**config.mk**
```make
export PLATFORM = sky130hd
export DESIGN_NAME = tx_slot_map
export DESIGN_NICKNAME = d
export VERILOG_FILES = /design/src/shared/slot_map_pkg.sv /design/src/design/tx_slot_map.sv /design/src/design/edge_sync.sv
export VERILOG_INCLUDE_DIRS = /design/src /design/src/shared
export SDC_FILE = /design/constraint.sdc
export NUM_CORES = 1
export LEC_CHECK = 0
export BUFFER_PORTS_ARGS = -buffer_cell sky130_fd_sc_hd__clkbuf_2
export CAP_MARGIN = 20
export CORE_MARGIN = 1
export CORE_UTILIZATION = 52
export CTS_BUF_LIST = sky130_fd_sc_hd__clkbuf_4
export DETAILED_ROUTE_END_ITERATION = 7
export GPL_ROUTABILITY_DRIVEN = 1
export GPL_TIMING_DRIVEN = 0
export HOLD_SLACK_MARGIN = 0.1
export PLACE_DENSITY = 0.75
export SLEW_MARGIN = 20
export SYNTH_ARGS = -nofsm -noshare
export SYNTH_HDL_FRONTEND = slang
export SYNTH_SLANG_ARGS = --single-unit
```
**constraint.sdc**
```tcl
create_clock -name clk -period 3 [get_ports clk]
set_clock_uncertainty 0.2 [all_clocks]
set_input_delay 0.3 -clock clk [delete_from_list [all_inputs] [get_ports clk]]
set_output_delay 0.3 -clock clk [all_outputs]
set_load 0.02 [all_outputs]
```
**src/shared/slot_map_cfg.svh**
```systemverilog
// Purpose: Offsets, fields, reset values and timing counts for the ch6/ch7 slot mapper
// Assumes: 8-bit register port, 100 MHz clk
// Notes:   Definitions only
`ifndef SLOT_MAP_CFG_SVH
`define SLOT_MAP_CFG_SVH

// ----------------------------------------
// Register offsets
// ----------------------------------------
`define CH6_CFG_ADDR        8'h23
`define CH7_CFG_ADDR        8'h24
`define FMT_CFG_ADDR        8'h25

// ----------------------------------------
// Fields and reset values
// ----------------------------------------
`define SRC_MSB             6
`define SRC_LSB             5
`define SLOT_MSB            4
`define SLOT_LSB            0
`define HALF_SLOT_BIT       4
`define CH6_CFG_RESET       8'h05
`define CH7_CFG_RESET       8'h06
`define FMT_CFG_RESET       8'h00
`define SRC_TRISTATE        2'h0
`define SRC_ACTIVE          2'h1
`define WORD_BITS           32
`define WORD_CNT_W          5
`define SLOT_CNT_W          5

`endif

```
**src/shared/slot_map_pkg.sv**
```systemverilog
// Purpose: Types for the ch6/ch7 slot mapper
// Assumes: Constants come from slot_map_cfg.svh
// Notes:   Types only
`default_nettype none
package slot_map_pkg;
    typedef enum logic [0:0] {
        FMT_TDM     = 1'h0,
        FMT_LR      = 1'h1
    } frame_format_t;
endpackage : slot_map_pkg
`default_nettype wire

```
**src/design/tx_slot_map.sv**
```systemverilog
// Purpose: Transmit slot mapping of output channels 6 and 7
// Assumes: Bit clock and frame sync from the bus, 32-bit slots, MSB first
// Notes:   Loopback and sensor words are sampled at a rising frame sync (right half start in LR)
//
// Chosen here: strobed register access.
`timescale 1ns/10ps
`default_nettype none
`include "slot_map_cfg.svh"
module tx_slot_map (
    input  wire logic        clk,
    input  wire logic        reset_n,
    input  wire logic [7:0]  reg_addr,
    input  wire logic [7:0]  reg_wdata,
    input  wire logic        reg_wr,
    input  wire logic        reg_rd,
    output logic      [7:0]  reg_rdata,
    input  wire logic        bit_clock,
    input  wire logic        frame_sync,
    input  wire logic [31:0] loopback_ch2_word,
    input  wire logic [15:0] battery_voltage_half_word,
    input  wire logic [15:0] temperature_half_word,
    output logic             serial_data_out,
    output logic             serial_data_oe
);
    // ----------------------------------------
    // Pin synchronisers
    // ----------------------------------------
    logic bclk_rise;
    logic fs_level;

    edge_sync u_bclk_sync (
        .clk      (clk),
        .reset_n  (reset_n),
        .async_in (bit_clock),
        .level    (),
        .rise     (bclk_rise),
        .fall     ()
    );

    // Frame sync is sampled, not edge-timed, so use its level at bit clock rise
    edge_sync u_fs_sync (
        .clk      (clk),
        .reset_n  (reset_n),
        .async_in (frame_sync),
        .level    (fs_level),
        .rise     (),
        .fall     ()
    );

    // ----------------------------------------
    // Registers
    // ----------------------------------------
    logic [6:0] ch6_cfg_reg;
    logic [6:0] ch6_cfg_next;
    logic [6:0] ch7_cfg_reg;
    logic [6:0] ch7_cfg_next;
    logic       fmt_reg;
    logic       fmt_next;
    logic [7:0] rdata_reg;
    logic [7:0] rdata_next;

    always_comb begin
        ch6_cfg_next = ch6_cfg_reg;
        ch7_cfg_next = ch7_cfg_reg;
        fmt_next     = fmt_reg;
        rdata_next   = 8'h00;
        if (reg_wr) begin
            // Bit 7 is not stored, so it always reads back as zero
            unique case (reg_addr)
                `CH6_CFG_ADDR: ch6_cfg_next = reg_wdata[6:0];
                `CH7_CFG_ADDR: ch7_cfg_next = reg_wdata[6:0];
                `FMT_CFG_ADDR: fmt_next     = reg_wdata[0];
                default:       ;
            endcase
        end
        if (reg_rd) begin
            unique case (reg_addr)
                `CH6_CFG_ADDR: rdata_next = {1'b0, ch6_cfg_reg};
                `CH7_CFG_ADDR: rdata_next = {1'b0, ch7_cfg_reg};
                `FMT_CFG_ADDR: rdata_next = {7'h00, fmt_reg};
                default:       rdata_next = 8'h00;
            endcase
        end
    end

    always_ff @(posedge clk or negedge reset_n) begin
        if (!reset_n) begin
            // Bit 7 of the reset value is zero and is not stored
            ch6_cfg_reg <= 7'(`CH6_CFG_RESET);
            ch7_cfg_reg <= 7'(`CH7_CFG_RESET);
            fmt_reg     <= 1'b0;
            rdata_reg   <= 8'h00;
        end else begin
            ch6_cfg_reg <= ch6_cfg_next;
            ch7_cfg_reg <= ch7_cfg_next;
            fmt_reg     <= fmt_next;
            rdata_reg   <= rdata_next;
        end
    end

    assign reg_rdata = rdata_reg;

    // ----------------------------------------
    // Slot and bit counters
    // ----------------------------------------
    // Frame start is a rising frame sync seen at a bit clock rise (TDM),
    // or either frame sync edge for the two-half (LR) format.
    logic                      fs_prev_reg;
    logic                      fs_prev_next;
    logic [`WORD_CNT_W-1:0]    bit_reg;
    logic [`WORD_CNT_W-1:0]    bit_next;
    logic [`SLOT_CNT_W-1:0]    slot_reg;
    logic [`SLOT_CNT_W-1:0]    slot_next;
    logic                      right_reg;
    logic                      right_next;
    logic                      run_reg;
    logic                      run_next;
    logic [31:0]               ch6_word_reg;
    logic [31:0]               ch6_word_next;
    logic [31:0]               ch7_word_reg;
    logic [31:0]               ch7_word_next;
    logic                      frame_start;
    logic                      half_start;
    slot_map_pkg::frame_format_t fmt;

    assign fmt         = slot_map_pkg::frame_format_t'(fmt_reg);
    assign frame_start = bclk_rise & fs_level & ~fs_prev_reg;
    assign half_start  = bclk_rise & (fs_level ^ fs_prev_reg);

    always_comb begin
        fs_prev_next  = fs_prev_reg;
        bit_next      = bit_reg;
        slot_next     = slot_reg;
        right_next    = right_reg;
        run_next      = run_reg;
        ch6_word_next = ch6_word_reg;
        ch7_word_next = ch7_word_reg;
        if (bclk_rise) begin
            fs_prev_next = fs_level;
            if ((fmt == slot_map_pkg::FMT_TDM) ? frame_start : half_start) begin
                bit_next   = '0;
                slot_next  = '0;
                // Low frame sync marks the left half, high the right half
                right_next = (fmt == slot_map_pkg::FMT_LR) & fs_level;
                run_next   = 1'b1;
                if (frame_start) begin
                    ch6_word_next = loopback_ch2_word;
                    ch7_word_next = {battery_voltage_half_word,
                                     temperature_half_word};
                end
            end else if (run_reg) begin
                bit_next = bit_reg + 1'b1;
                if (bit_reg == `WORD_CNT_W'(`WORD_BITS - 1)) begin
                    slot_next = slot_reg + 1'b1;
                    // Slots past 31 in TDM are never owned
                    if (slot_reg == '1) begin
                        run_next = 1'b0;
                    end
                end
            end
        end
    end

    always_ff @(posedge clk or negedge reset_n) begin
        if (!reset_n) begin
            fs_prev_reg  <= 1'b0;
            bit_reg      <= '0;
            slot_reg     <= '0;
            right_reg    <= 1'b0;
            run_reg      <= 1'b0;
            ch6_word_reg <= 32'h0000_0000;
            ch7_word_reg <= 32'h0000_0000;
        end else begin
            fs_prev_reg  <= fs_prev_next;
            bit_reg      <= bit_next;
            slot_reg     <= slot_next;
            right_reg    <= right_next;
            run_reg      <= run_next;
            ch6_word_reg <= ch6_word_next;
            ch7_word_reg <= ch7_word_next;
        end
    end

    // ----------------------------------------
    // Slot match and output drive
    // ----------------------------------------
    logic [1:0] owns;
    logic [1:0] enabled;
    logic [6:0] cfg [2];
    logic [31:0] word [2];

    assign cfg[0]  = ch6_cfg_reg;
    assign cfg[1]  = ch7_cfg_reg;
    // Match on the counts that the coming bit will carry; the registered
    // counts still describe the previous bit and would shift the slot by one
    // bit. The frame's first bit also needs the word captured at that rise.
    assign word[0] = ch6_word_next;
    assign word[1] = ch7_word_next;

    for (genvar c = 0; c < 2; c++) begin : g_ch
        logic [4:0] slot_val;
        assign slot_val   = cfg[c][`SLOT_MSB:`SLOT_LSB];
        // Unused source codes behave as tri-state
        assign enabled[c] = cfg[c][`SRC_MSB:`SRC_LSB] == `SRC_ACTIVE;
        always_comb begin
            if (fmt == slot_map_pkg::FMT_TDM) begin
                owns[c] = enabled[c] & run_next & (slot_val == slot_next);
            end else begin
                owns[c] = enabled[c] & run_next
                        & (slot_val[`HALF_SLOT_BIT] == right_next)
                        & (slot_val[3:0] == slot_next[3:0])
                        & ~slot_next[4];
            end
        end
    end

    logic out_reg;
    logic out_next;
    logic oe_reg;
    logic oe_next;

    // Ch6 wins if both channels claim the same slot
    always_comb begin
        out_next = out_reg;
        oe_next  = oe_reg;
        if (bclk_rise) begin
            oe_next = |owns;
            if (owns[0]) begin
                out_next = word[0][5'd31 - bit_next];
            end else if (owns[1]) begin
                out_next = word[1][5'd31 - bit_next];
            end else begin
                out_next = 1'b0;
            end
        end
    end

    always_ff @(posedge clk or negedge reset_n) begin
        if (!reset_n) begin
            out_reg <= 1'b0;
            oe_reg  <= 1'b0;
        end else begin
            out_reg <= out_next;
            oe_reg  <= oe_next;
        end
    end

    assign serial_data_out = out_reg;
    assign serial_data_oe  = oe_reg;
endmodule : tx_slot_map
`default_nettype wire

```
**src/design/edge_sync.sv**
```systemverilog
// Purpose: Two-flop synchroniser with rise and fall pulses
// Assumes: Input is asynchronous to clk
// Notes:   Edges are detected on the second stage only
`timescale 1ns/10ps
`default_nettype none
module edge_sync (
    input  wire logic clk,
    input  wire logic reset_n,
    input  wire logic async_in,
    output logic      level,
    output logic      rise,
    output logic      fall
);
    logic [2:0] pipe_reg;
    logic [2:0] pipe_next;

    always_comb begin
        pipe_next = {pipe_reg[1:0], async_in};
    end

    always_ff @(posedge clk or negedge reset_n) begin
        if (!reset_n) begin
            pipe_reg <= 3'h0;
        end else begin
            pipe_reg <= pipe_next;
        end
    end

    assign level = pipe_reg[1];
    assign rise  = pipe_reg[1] & ~pipe_reg[2];
    assign fall  = ~pipe_reg[1] & pipe_reg[2];
endmodule : edge_sync
`default_nettype wire

```
==> results.json, run 1 <==
{
  "grt_pass1_vias": 4658,
  "endpoint_kind": "register",
  "async_reset_ff_frac": 1.00,
  "areaGrowthSynthToFinish_pct": 35.2,
  "grt_max_degree": 69,
  "rows": 36,
  "power_mw": 4.05,
  "max_cap_viol_count": 0,
  "cp.arrival_ns": 3.16,
  "gp_congestion": 0.892,
  "place_inst": 742,
  "fmax_mhz": 342,
  "core-area_sq_um": 9770,
  "leakagePower_nw": 3.40,
  "hold-worst-slack_ns": 0.147,
  "min_period_over_period": 0.976,
  "cts_buffers": 9,
  "grt_usage": 0.283,
  "clk_pin_slew_worst_paths_ns": 0.17,
  "routed_wl_mm": 14.4,
  "cp_slowest_cell": "dfrtp_1",
  "syn_area_per_cell_sq_um": 10.2,
  "dp_hpwl_mm": 9.37,
  "final_cell_mix": "149 x nand2_1, 101 x dfrtp_1, 92 x clkbuf_2",
  "worstSetupStartpointType": "register",
  "hold_viol": 0,
  "dieWidth_microns": 103,
  "seq_area_frac_synth": 0.505,
  "dieArea_sq_um": 10500,
  "overflow": 0,
  "routedWlPerCell_microns": 17.0,
  "dr_total_vias": 4723,
  "crit_top_cell": "nand4b_1",
  "power_density_nw_per_um2": 568,
  "crit_type": "reg -> reg",
  "dp_slack_ns": -0.270,
  "period_needed_ns": 2.93,
  "yosys_warnings": 0,
  "synthCells": 515,
  "grt_pass1_wl_mm": 22.4,
  "max-vdd-ir-drop_mv": 0.316,
  "die_y_microns": 103,
  "tightest_slew_ns": 0.893,
  "num_antenna_cells": 0,
  "ys_types": 68,
  "relSlewSlack": 0.400,
  "synth_edf_count": 0,
  "clk_latency_ns": 0.48,
  "instances_no_fill": 846,
  "synth_seq_cells": 106,
  "setup_slack_ns": 0.0734,
  "cts_tree": "yes",
  "cts_buffer_depth": 2,
  "io_buffer_count": 93,
  "critPathMaxStageDelay_ns": 0.57,
  "fin_util": 0.729,
  "final_common_cell": "nand2_1",
  "drt_iter0_drc": 274,
  "nNetsFinal": 799,
  "io_pins": 96,
  "antenna_found_initial": 0,
  "drt_first_pass_iters": 5,
  "drive_gt1_frac": 0.295,
  "start_util": 0.539,
  "antenna_left": 0,
  "drc": 0,
  "maxSlewViolCount": 0,
  "holdCritPathClass": "in -> reg",
  "cp_max_fo": 10,
  "report.final.setup_viol": 0,
  "cts_sinks": 106,
  "root_buffer": "clkbuf_4",
  "routed_via_density": 5.58,
  "yosys_most_used_dff": "dfrtp_1",
  "synth_area_sq_um": 5270,
  "htreeDepth": 3,
  "crit_chain": "nand4b_1, o21ai_4, buf_4, nor2_1, a2111oi_2, nand4b_1, o31ai_2, a31o_1",
  "status": "finished, final reports clean",
  "worstPathRequired_ns": 3.24,
  "mappedNetlistNets": 606
}
-- power breakdown --
| part | leakage [nW] | switching (mW) | internal, mW |
|---|---|---|---|
| clock | 0.0783 | 0.519 | 0.269 |
| combinational | 2.01 | 0.816 | 0.655 |
| sequential | 1.31 | 0.111 | 1.68 |
-- cell families after synthesis --
kind of cell | synth area share
fa+ha+maj | 0.0119
buf+inv | 0.0413
simple gates | 0.214
xor+xnor | 0.0169
mux | 0.117
other cells | 0.000712
flops | 0.505
compound gates | 0.0945
-- cell usage after synthesis, types with 6 or more instances --
library cell | n | area share
buf_4 | 6 | 0.0086
o21ai_0 | 11 | 0.010
dfrtp_1 | 102 | 0.48
mux2i_1 | 13 | 0.025
o211ai_1 | 10 | 0.014
nor2_1 | 20 | 0.014
a22oi_1 | 7 | 0.010
mux2_2 | 30 | 0.064
nor3_1 | 6 | 0.0057
or3_1 | 14 | 0.017
nand2_1 | 149 | 0.11
buf_2 | 7 | 0.0067
nor2b_1 | 8 | 0.0095
a21oi_1 | 7 | 0.0067
buf_6 | 6 | 0.013
nand3_1 | 8 | 0.0076
inv_1 | 9 | 0.0064
-- path summary, 6_finish.rpt --
kind / startpoint / endpoint / slack [ns] / cells past startpoint
min in group asynchronous: reset_n / ch7_word_reg[15] / 0.55 / 3
setup reg to reg: fmt / serial_data_out / 0.07 / 8
hold reg to reg: u_fs_sync.pipe_reg[0] / u_fs_sync.pipe_reg[1] / 0.17 / 0
hold / removal: reg_addr[2] / reg_rdata[1] / 0.15 / 4
setup / recovery: fmt / serial_data_out / 0.07 / 8
max in group asynchronous: reset_n / ch6_cfg_reg[0] / 1.46 / 4
-- worst max-delay path, delay by kind of cell, from the launching register on --
family	cells	cell delay, ns
compound gates	4	1.20
flops	1	0.57
buf+inv	1	0.24
simple gates	3	0.66
-- area by class of cell --
type / count / area (sq um)
timing repair buffer: 182 / 1380
fill: 700 / 2650
buffer: 22 / 170
sequential: 106 / 2660
multi-input combinational: 375 / 2550
clock inverter: 7 / 81.3
tap: 133 / 166
clock buffer: 9 / 67.6
inverter: 12 / 48.8
-- metrics by stage --
stage | TNS, ns | cell area (sq um)
final | 0 | 7120
after detailed placement | -0.296 | 5940
after floorplan | 0 | 5270
after global routing | -0.00889 | 7120
after CTS | 0 | 6930
after global placement | -0.222 | 5900
-- per-layer routing --
metal  wire length (microns)  global-route usage  up-vias  share of wire
li1                        -                   -     2168              -
met4                     398               0.126        0          0.028
met1                    6080               0.363     2277           0.42
met2                    7000               0.480      242           0.49
met3                     920              0.0400       36          0.064
met5                       0                   0        -              0
-- what timing repair did --
| action | CTS | global route |
|---|---|---|
| hold buffers | 81 | 0 |
| gates resized for setup | 3 | 28 |
| setup endpoints to repair | 2 | 2 |
| setup buffers | 3 | 4 |
| endpoints found under the hold margin | 191 | 0 |
| pin swaps | 1 | 8 |
(Power assumes the default switching activity.)
==> run 2: changes to the inputs <==
CORE_UTILIZATION = 40   (was 52)
CTS_CLUSTER_DIAMETER = 120   (was default)
PLACE_DENSITY = 0.6   (was 0.75)
RECOVER_POWER = 100   (was default)
==> run 2 against run 1 <==
  * Die area up 29%
  * Critical path depth up 2
  * Sequential power about the same
  * Routed wire length down 2.5%
  * Critical endpoint unchanged
  * Sequential share of layout area up 0.32 points
  * Largest cell class unchanged
  * Combinational power down 3%
  * Register-to-register slack better by 0.04 ns
==> results.json, run 2 (synthesized netlist as in run 1, its figures left out) <==
{
  "grt_pass1_wl_mm": 22.4,
  "io_pins": 96,
  "dieArea_sq_um": 13600,
  "status": "finished, final reports clean",
  "antenna_left": 0,
  "gp_congestion": 0.830,
  "hold-worst-slack_ns": 0.141,
  "fillerInstances": 1179,
  "cts_tree": "yes",
  "worstSetupStartpointType": "register",
  "multi_input_area_sq_um": 2550,
  "dieWidth_microns": 117,
  "hold_viol": 0,
  "antenna_found_initial": 0,
  "clk_latency_ns": 0.48,
  "layout.area.seq_sq_um": 2660,
  "drc": 0,
  "die_y_microns": 117,
  "dp_hpwl_mm": 9.55,
  "maxSlewViolCount": 0,
  "drive_gt1_frac": 0.269,
  "cts_buffer_depth": 2,
  "setup_slack_ns": 0.110,
  "clk_pin_slew_worst_paths_ns": 0.16,
  "dp_slack_ns": -0.260,
  "grt_pass1_vias": 4592,
  "post_dp_cell_area_sq_um": 5980,
  "cp_max_fo": 9,
  "fin_area_sq_um": 7070,
  "final_common_cell": "nand2_1",
  "crit_type": "reg -> reg",
  "cts_buffers": 9,
  "routed_via_density": 5.06,
  "power_mw": 3.89,
  "holdCritPathClass": "in -> reg",
  "endpoint_kind": "register",
  "final_cell_mix": "149 x nand2_1, 100 x dfrtp_1, 84 x clkbuf_2",
  "dr_total_vias": 4466,
  "power_density_nw_per_um2": 551,
  "tns_ns": 0,
  "nNetsFinal": 796,
  "drt_iter0_drc": 192,
  "leakagePower_nw": 3.30,
  "worstPathRequired_ns": 3.19,
  "max-vdd-ir-drop_mv": 0.225,
  "areaGrowthSynthToFinish_pct": 34.1,
  "core-area_sq_um": 12700,
  "grt_max_degree": 93,
  "instances_no_fill": 882,
  "period_needed_ns": 2.89,
  "num_antenna_cells": 0,
  "routed_wl_mm": 14.0,
  "io_buffer_count": 93,
  "grt_usage": 0.220,
  "root_buffer": "clkbuf_4",
  "cts_sinks": 106,
  "min_period_over_period": 0.963,
  "report.final.setup_viol": 0,
  "cp.arrival_ns": 3.08,
  "tightest_slew_ns": 1.26,
  "drt_first_pass_iters": 4,
  "relSlewSlack": 0.158,
  "rows": 41,
  "fmax_mhz": 346,
  "max_cap_viol_count": 0,
  "start_util": 0.414,
  "place_inst": 781,
  "htreeDepth": 3,
  "overflow": 0,
  "routedWlPerCell_microns": 15.9,
  "fin_util": 0.555
}
[run 2: cell types whose count changed in the layout (fill, tap and decap cells not counted), moves of 2 or more]
cell,delta
mux2_4,-2
mux2_1,+9
clkinvlp_4,+2
clkbuf_2,-8
mux2_2,-7
clkbuf_1,+9
clkinv_4,+2
inv_6,-5
[run 2: worst paths after layout]
check                                             start                    end  slack [ns]  depth (start not counted)
worst max-delay path            u_bclk_sync.pipe_reg[2]        serial_data_out        0.11                         10
worst min-delay path                        reg_addr[2]           reg_rdata[5]        0.14                          4
worst max register to register  u_bclk_sync.pipe_reg[2]        serial_data_out        0.11                         10
worst min register to register    u_fs_sync.pipe_reg[0]  u_fs_sync.pipe_reg[1]        0.17                          0
max in group asynchronous                       reset_n                    fmt        1.02                          3
min in group asynchronous                       reset_n       ch7_word_reg[19]        0.65                          3
[run 2: worst max-delay path, cell delays in order, from the launching register on]
cell and delay, ns:
dfrtp_1 0.49, nand4b_1 0.33, o21a_1 0.25, buf_6 0.15
nand2_4 0.17, inv_4 0.10, o211ai_1 0.18, o21ai_1 0.11
a2111oi_1 0.50, a311oi_1 0.10, a31o_1 0.23
[run 2: repair_timing]
item | 4_1_cts | 5_1_grt
setup buffers | 3 | 3
endpoints found under the hold margin | 194 | 0
pin swaps | 2 | 10
setup endpoints to repair | 2 | 2
hold buffers | 79 | 0
resized for setup | 6 | 29
gates cloned | 0 | 0
[run 2: area by class of cell]
class / count / area share
repair buffers: 179 / 0.184
clock buffers: 9 / 0.00956
flip-flops and latches: 106 / 0.376
inverters: 12 / 0.00691
well taps: 172 / 0.0305
multi-input cells: 375 / 0.360
plain buffers: 22 / 0.0241
clock inverters: 7 / 0.00779
[run 2: power breakdown]
group	switching [mW]	internal (mW)	leakage, nW
Combinational	0.800	0.628	1.93
Clock	0.505	0.176	0.0577
Sequential	0.105	1.68	1.31
Total	1.41	2.48	3.30
[run 2: metal layers]
layer	global-route usage	wire length, microns	up-vias
met5	0	0	-
met4	0.0819	265	0
li1	-	-	2166
met1	0.291	6320	2150
met3	0.0332	672	20
met2	0.364	6780	130
==> run 3: changes to the inputs <==
CORE_UTILIZATION = 35   (was 40)
PLACE_DENSITY = 0.53   (was 0.6)
==> run 3 against run 2 <==
  * Critical path depth up 1
  * Worst setup slack better by 0.040 ns
  * Hold slack worse by 0.012 ns
  * Cell count up 1.9%
  * Clock power up 37%
  * Clock-buffer cell count up 1
  * Routed wire length up 1.5%
  * Critical endpoint unchanged
  * Largest cell class unchanged
==> results.json, run 3 (synthesized netlist as in run 1, its figures left out) <==
{
  "rows": 44,
  "grt_pass1_vias": 4536,
  "routed_via_density": 4.85,
  "dieArea_sq_um": 15500,
  "io_pins": 96,
  "drt_first_pass_iters": 4,
  "final_cell_mix": "149 x nand2_1, 101 x dfrtp_1, 84 x clkbuf_2",
  "power_density_nw_per_um2": 578,
  "cts_buffers": 9,
  "fmax_mhz": 351,
  "holdCritPathClass": "in -> reg",
  "fillerInstances": 1387,
  "routedWlPerCell_microns": 15.8,
  "cts_sinks": 106,
  "min_period_over_period": 0.950,
  "period_needed_ns": 2.85,
  "dieWidth_microns": 125,
  "maxSlewViolCount": 0,
  "cp_max_fo": 6,
  "drt_iter0_drc": 217,
  "endpoint_kind": "register",
  "tns_ns": 0,
  "dp_hpwl_mm": 10.1,
  "antenna_found_initial": 1,
  "areaGrowthSynthToFinish_pct": 35.8,
  "leakagePower_nw": 3.35,
  "io_buffer_count": 93,
  "die_y_microns": 125,
  "core-area_sq_um": 14600,
  "power_mw": 4.13,
  "crit_type": "reg -> reg",
  "tightest_slew_ns": 1.47,
  "grt_usage": 0.194,
  "start_util": 0.361,
  "worstSetupStartpointType": "register",
  "overflow": 0,
  "htreeDepth": 3,
  "max-vdd-ir-drop_mv": 0.293,
  "root_buffer": "clkbuf_4",
  "clk_latency_ns": 0.50,
  "multi_input_area_sq_um": 2540,
  "routed_wl_mm": 14.2,
  "dr_total_vias": 4362,
  "drive_gt1_frac": 0.265,
  "fin_area_sq_um": 7150,
  "antenna_left": 0,
  "post_dp_cell_area_sq_um": 6000,
  "grt_pass1_wl_mm": 23.6,
  "cts_tree": "yes",
  "worstPathRequired_ns": 3.26,
  "final_common_cell": "nand2_1",
  "grt_max_degree": 80,
  "hold-worst-slack_ns": 0.128,
  "nNetsFinal": 799,
  "report.final.setup_viol": 0,
  "relSlewSlack": 0.0187,
  "layout.area.seq_sq_um": 2660,
  "gp_congestion": 0.820,
  "status": "finished, final reports clean",
  "clk_pin_slew_worst_paths_ns": 0.17,
  "cp.arrival_ns": 3.11,
  "cts_buffer_depth": 2,
  "max_cap_viol_count": 0,
  "drc": 0,
  "hold_viol": 0
}
## run 3: changes by cell type in the layout (fill, tap and decap cells not counted), moves of 2 or more
cell | before | now
mux2_1 | 14 | 17
clkbuf_1 | 11 | 13
diode_2 | 0 | 2
buf_4 | 12 | 14
bufinv_16 | 0 | 3
clkinv_4 | 2 | 0
mux2_2 | 22 | 19
## run 3: cell type report
cell class / count / share of cell area
antenna: 2 / 0.000700
buffer: 22 / 0.0238
clock buffer: 10 / 0.0105
clock inverter: 6 / 0.0159
inverter: 12 / 0.00682
multi-input combinational: 375 / 0.355
sequential: 106 / 0.372
tap: 184 / 0.0322
timing repair buffer: 182 / 0.184
## run 3: critical path: stages, from the launching register on
cell	delay (ns)
dfrtp_1	0.40
ha_2	0.19
and3_4	0.21
ha_2	0.19
nand4b_4	0.17
or3_4	0.38
a21o_1	0.18
a31o_2	0.25
nand4bb_4	0.12
nand4_1	0.12
o31ai_1	0.27
a31o_1	0.13
## run 3: path summary, 6_finish.rpt
kind	from	to	slack, ns	depth (start not counted)
worst min-delay path	reg_addr[2]	reg_rdata[0]	0.13	4
min in group asynchronous	reset_n	ch7_word_reg[7]	0.99	4
worst min register to register	u_bclk_sync.pipe_reg[0]	u_bclk_sync.pipe_reg[1]	0.17	0
max in group asynchronous	reset_n	slot_reg[0]	0.61	4
worst max register to register	bit_reg[1]	serial_data_out	0.15	11
worst max-delay path	bit_reg[1]	serial_data_out	0.15	11
## run 3: stage by stage
stage,worst slack (ns),utilization,std cells
after global placement,-0.316,0.409,792
after floorplan,0.166,-,515
after detailed placement,-0.355,0.411,793
after global routing,-0.00595,0.490,898
after CTS,0.00444,0.483,892
final,0.150,0.490,899
## run 3: routing by layer
| metal | part of all wire | wire [microns] | track usage | vias to the layer above |
|---|---|---|---|---|
| met1 | 0.47 | 6730 | 0.266 | 2060 |
| met3 | 0.044 | 630 | 0.0275 | 22 |
| met5 | 0 | 0 | 0 | - |
| met4 | 0.018 | 259 | 0.0666 | 0 |
| met2 | 0.46 | 6610 | 0.312 | 104 |
| li1 | - | - | - | 2176 |
## run 3: power breakdown
group / total (mW) / leakage, nW / internal [mW] / switching, mW
combinational: 1.42 / 1.94 / 0.622 / 0.794
sequential: 1.78 / 1.31 / 1.68 / 0.107
clock: 0.934 / 0.0932 / 0.433 / 0.500
## run 3: timing repair
item | CTS | global route
pin swaps | 3 | 11
endpoints found under the hold margin | 190 | 0
buffers inserted | 3 | 5
hold buffers | 80 | 0
resized for setup | 7 | 26
gates cloned | 0 | 0
endpoints found under the setup margin | 2 | 2
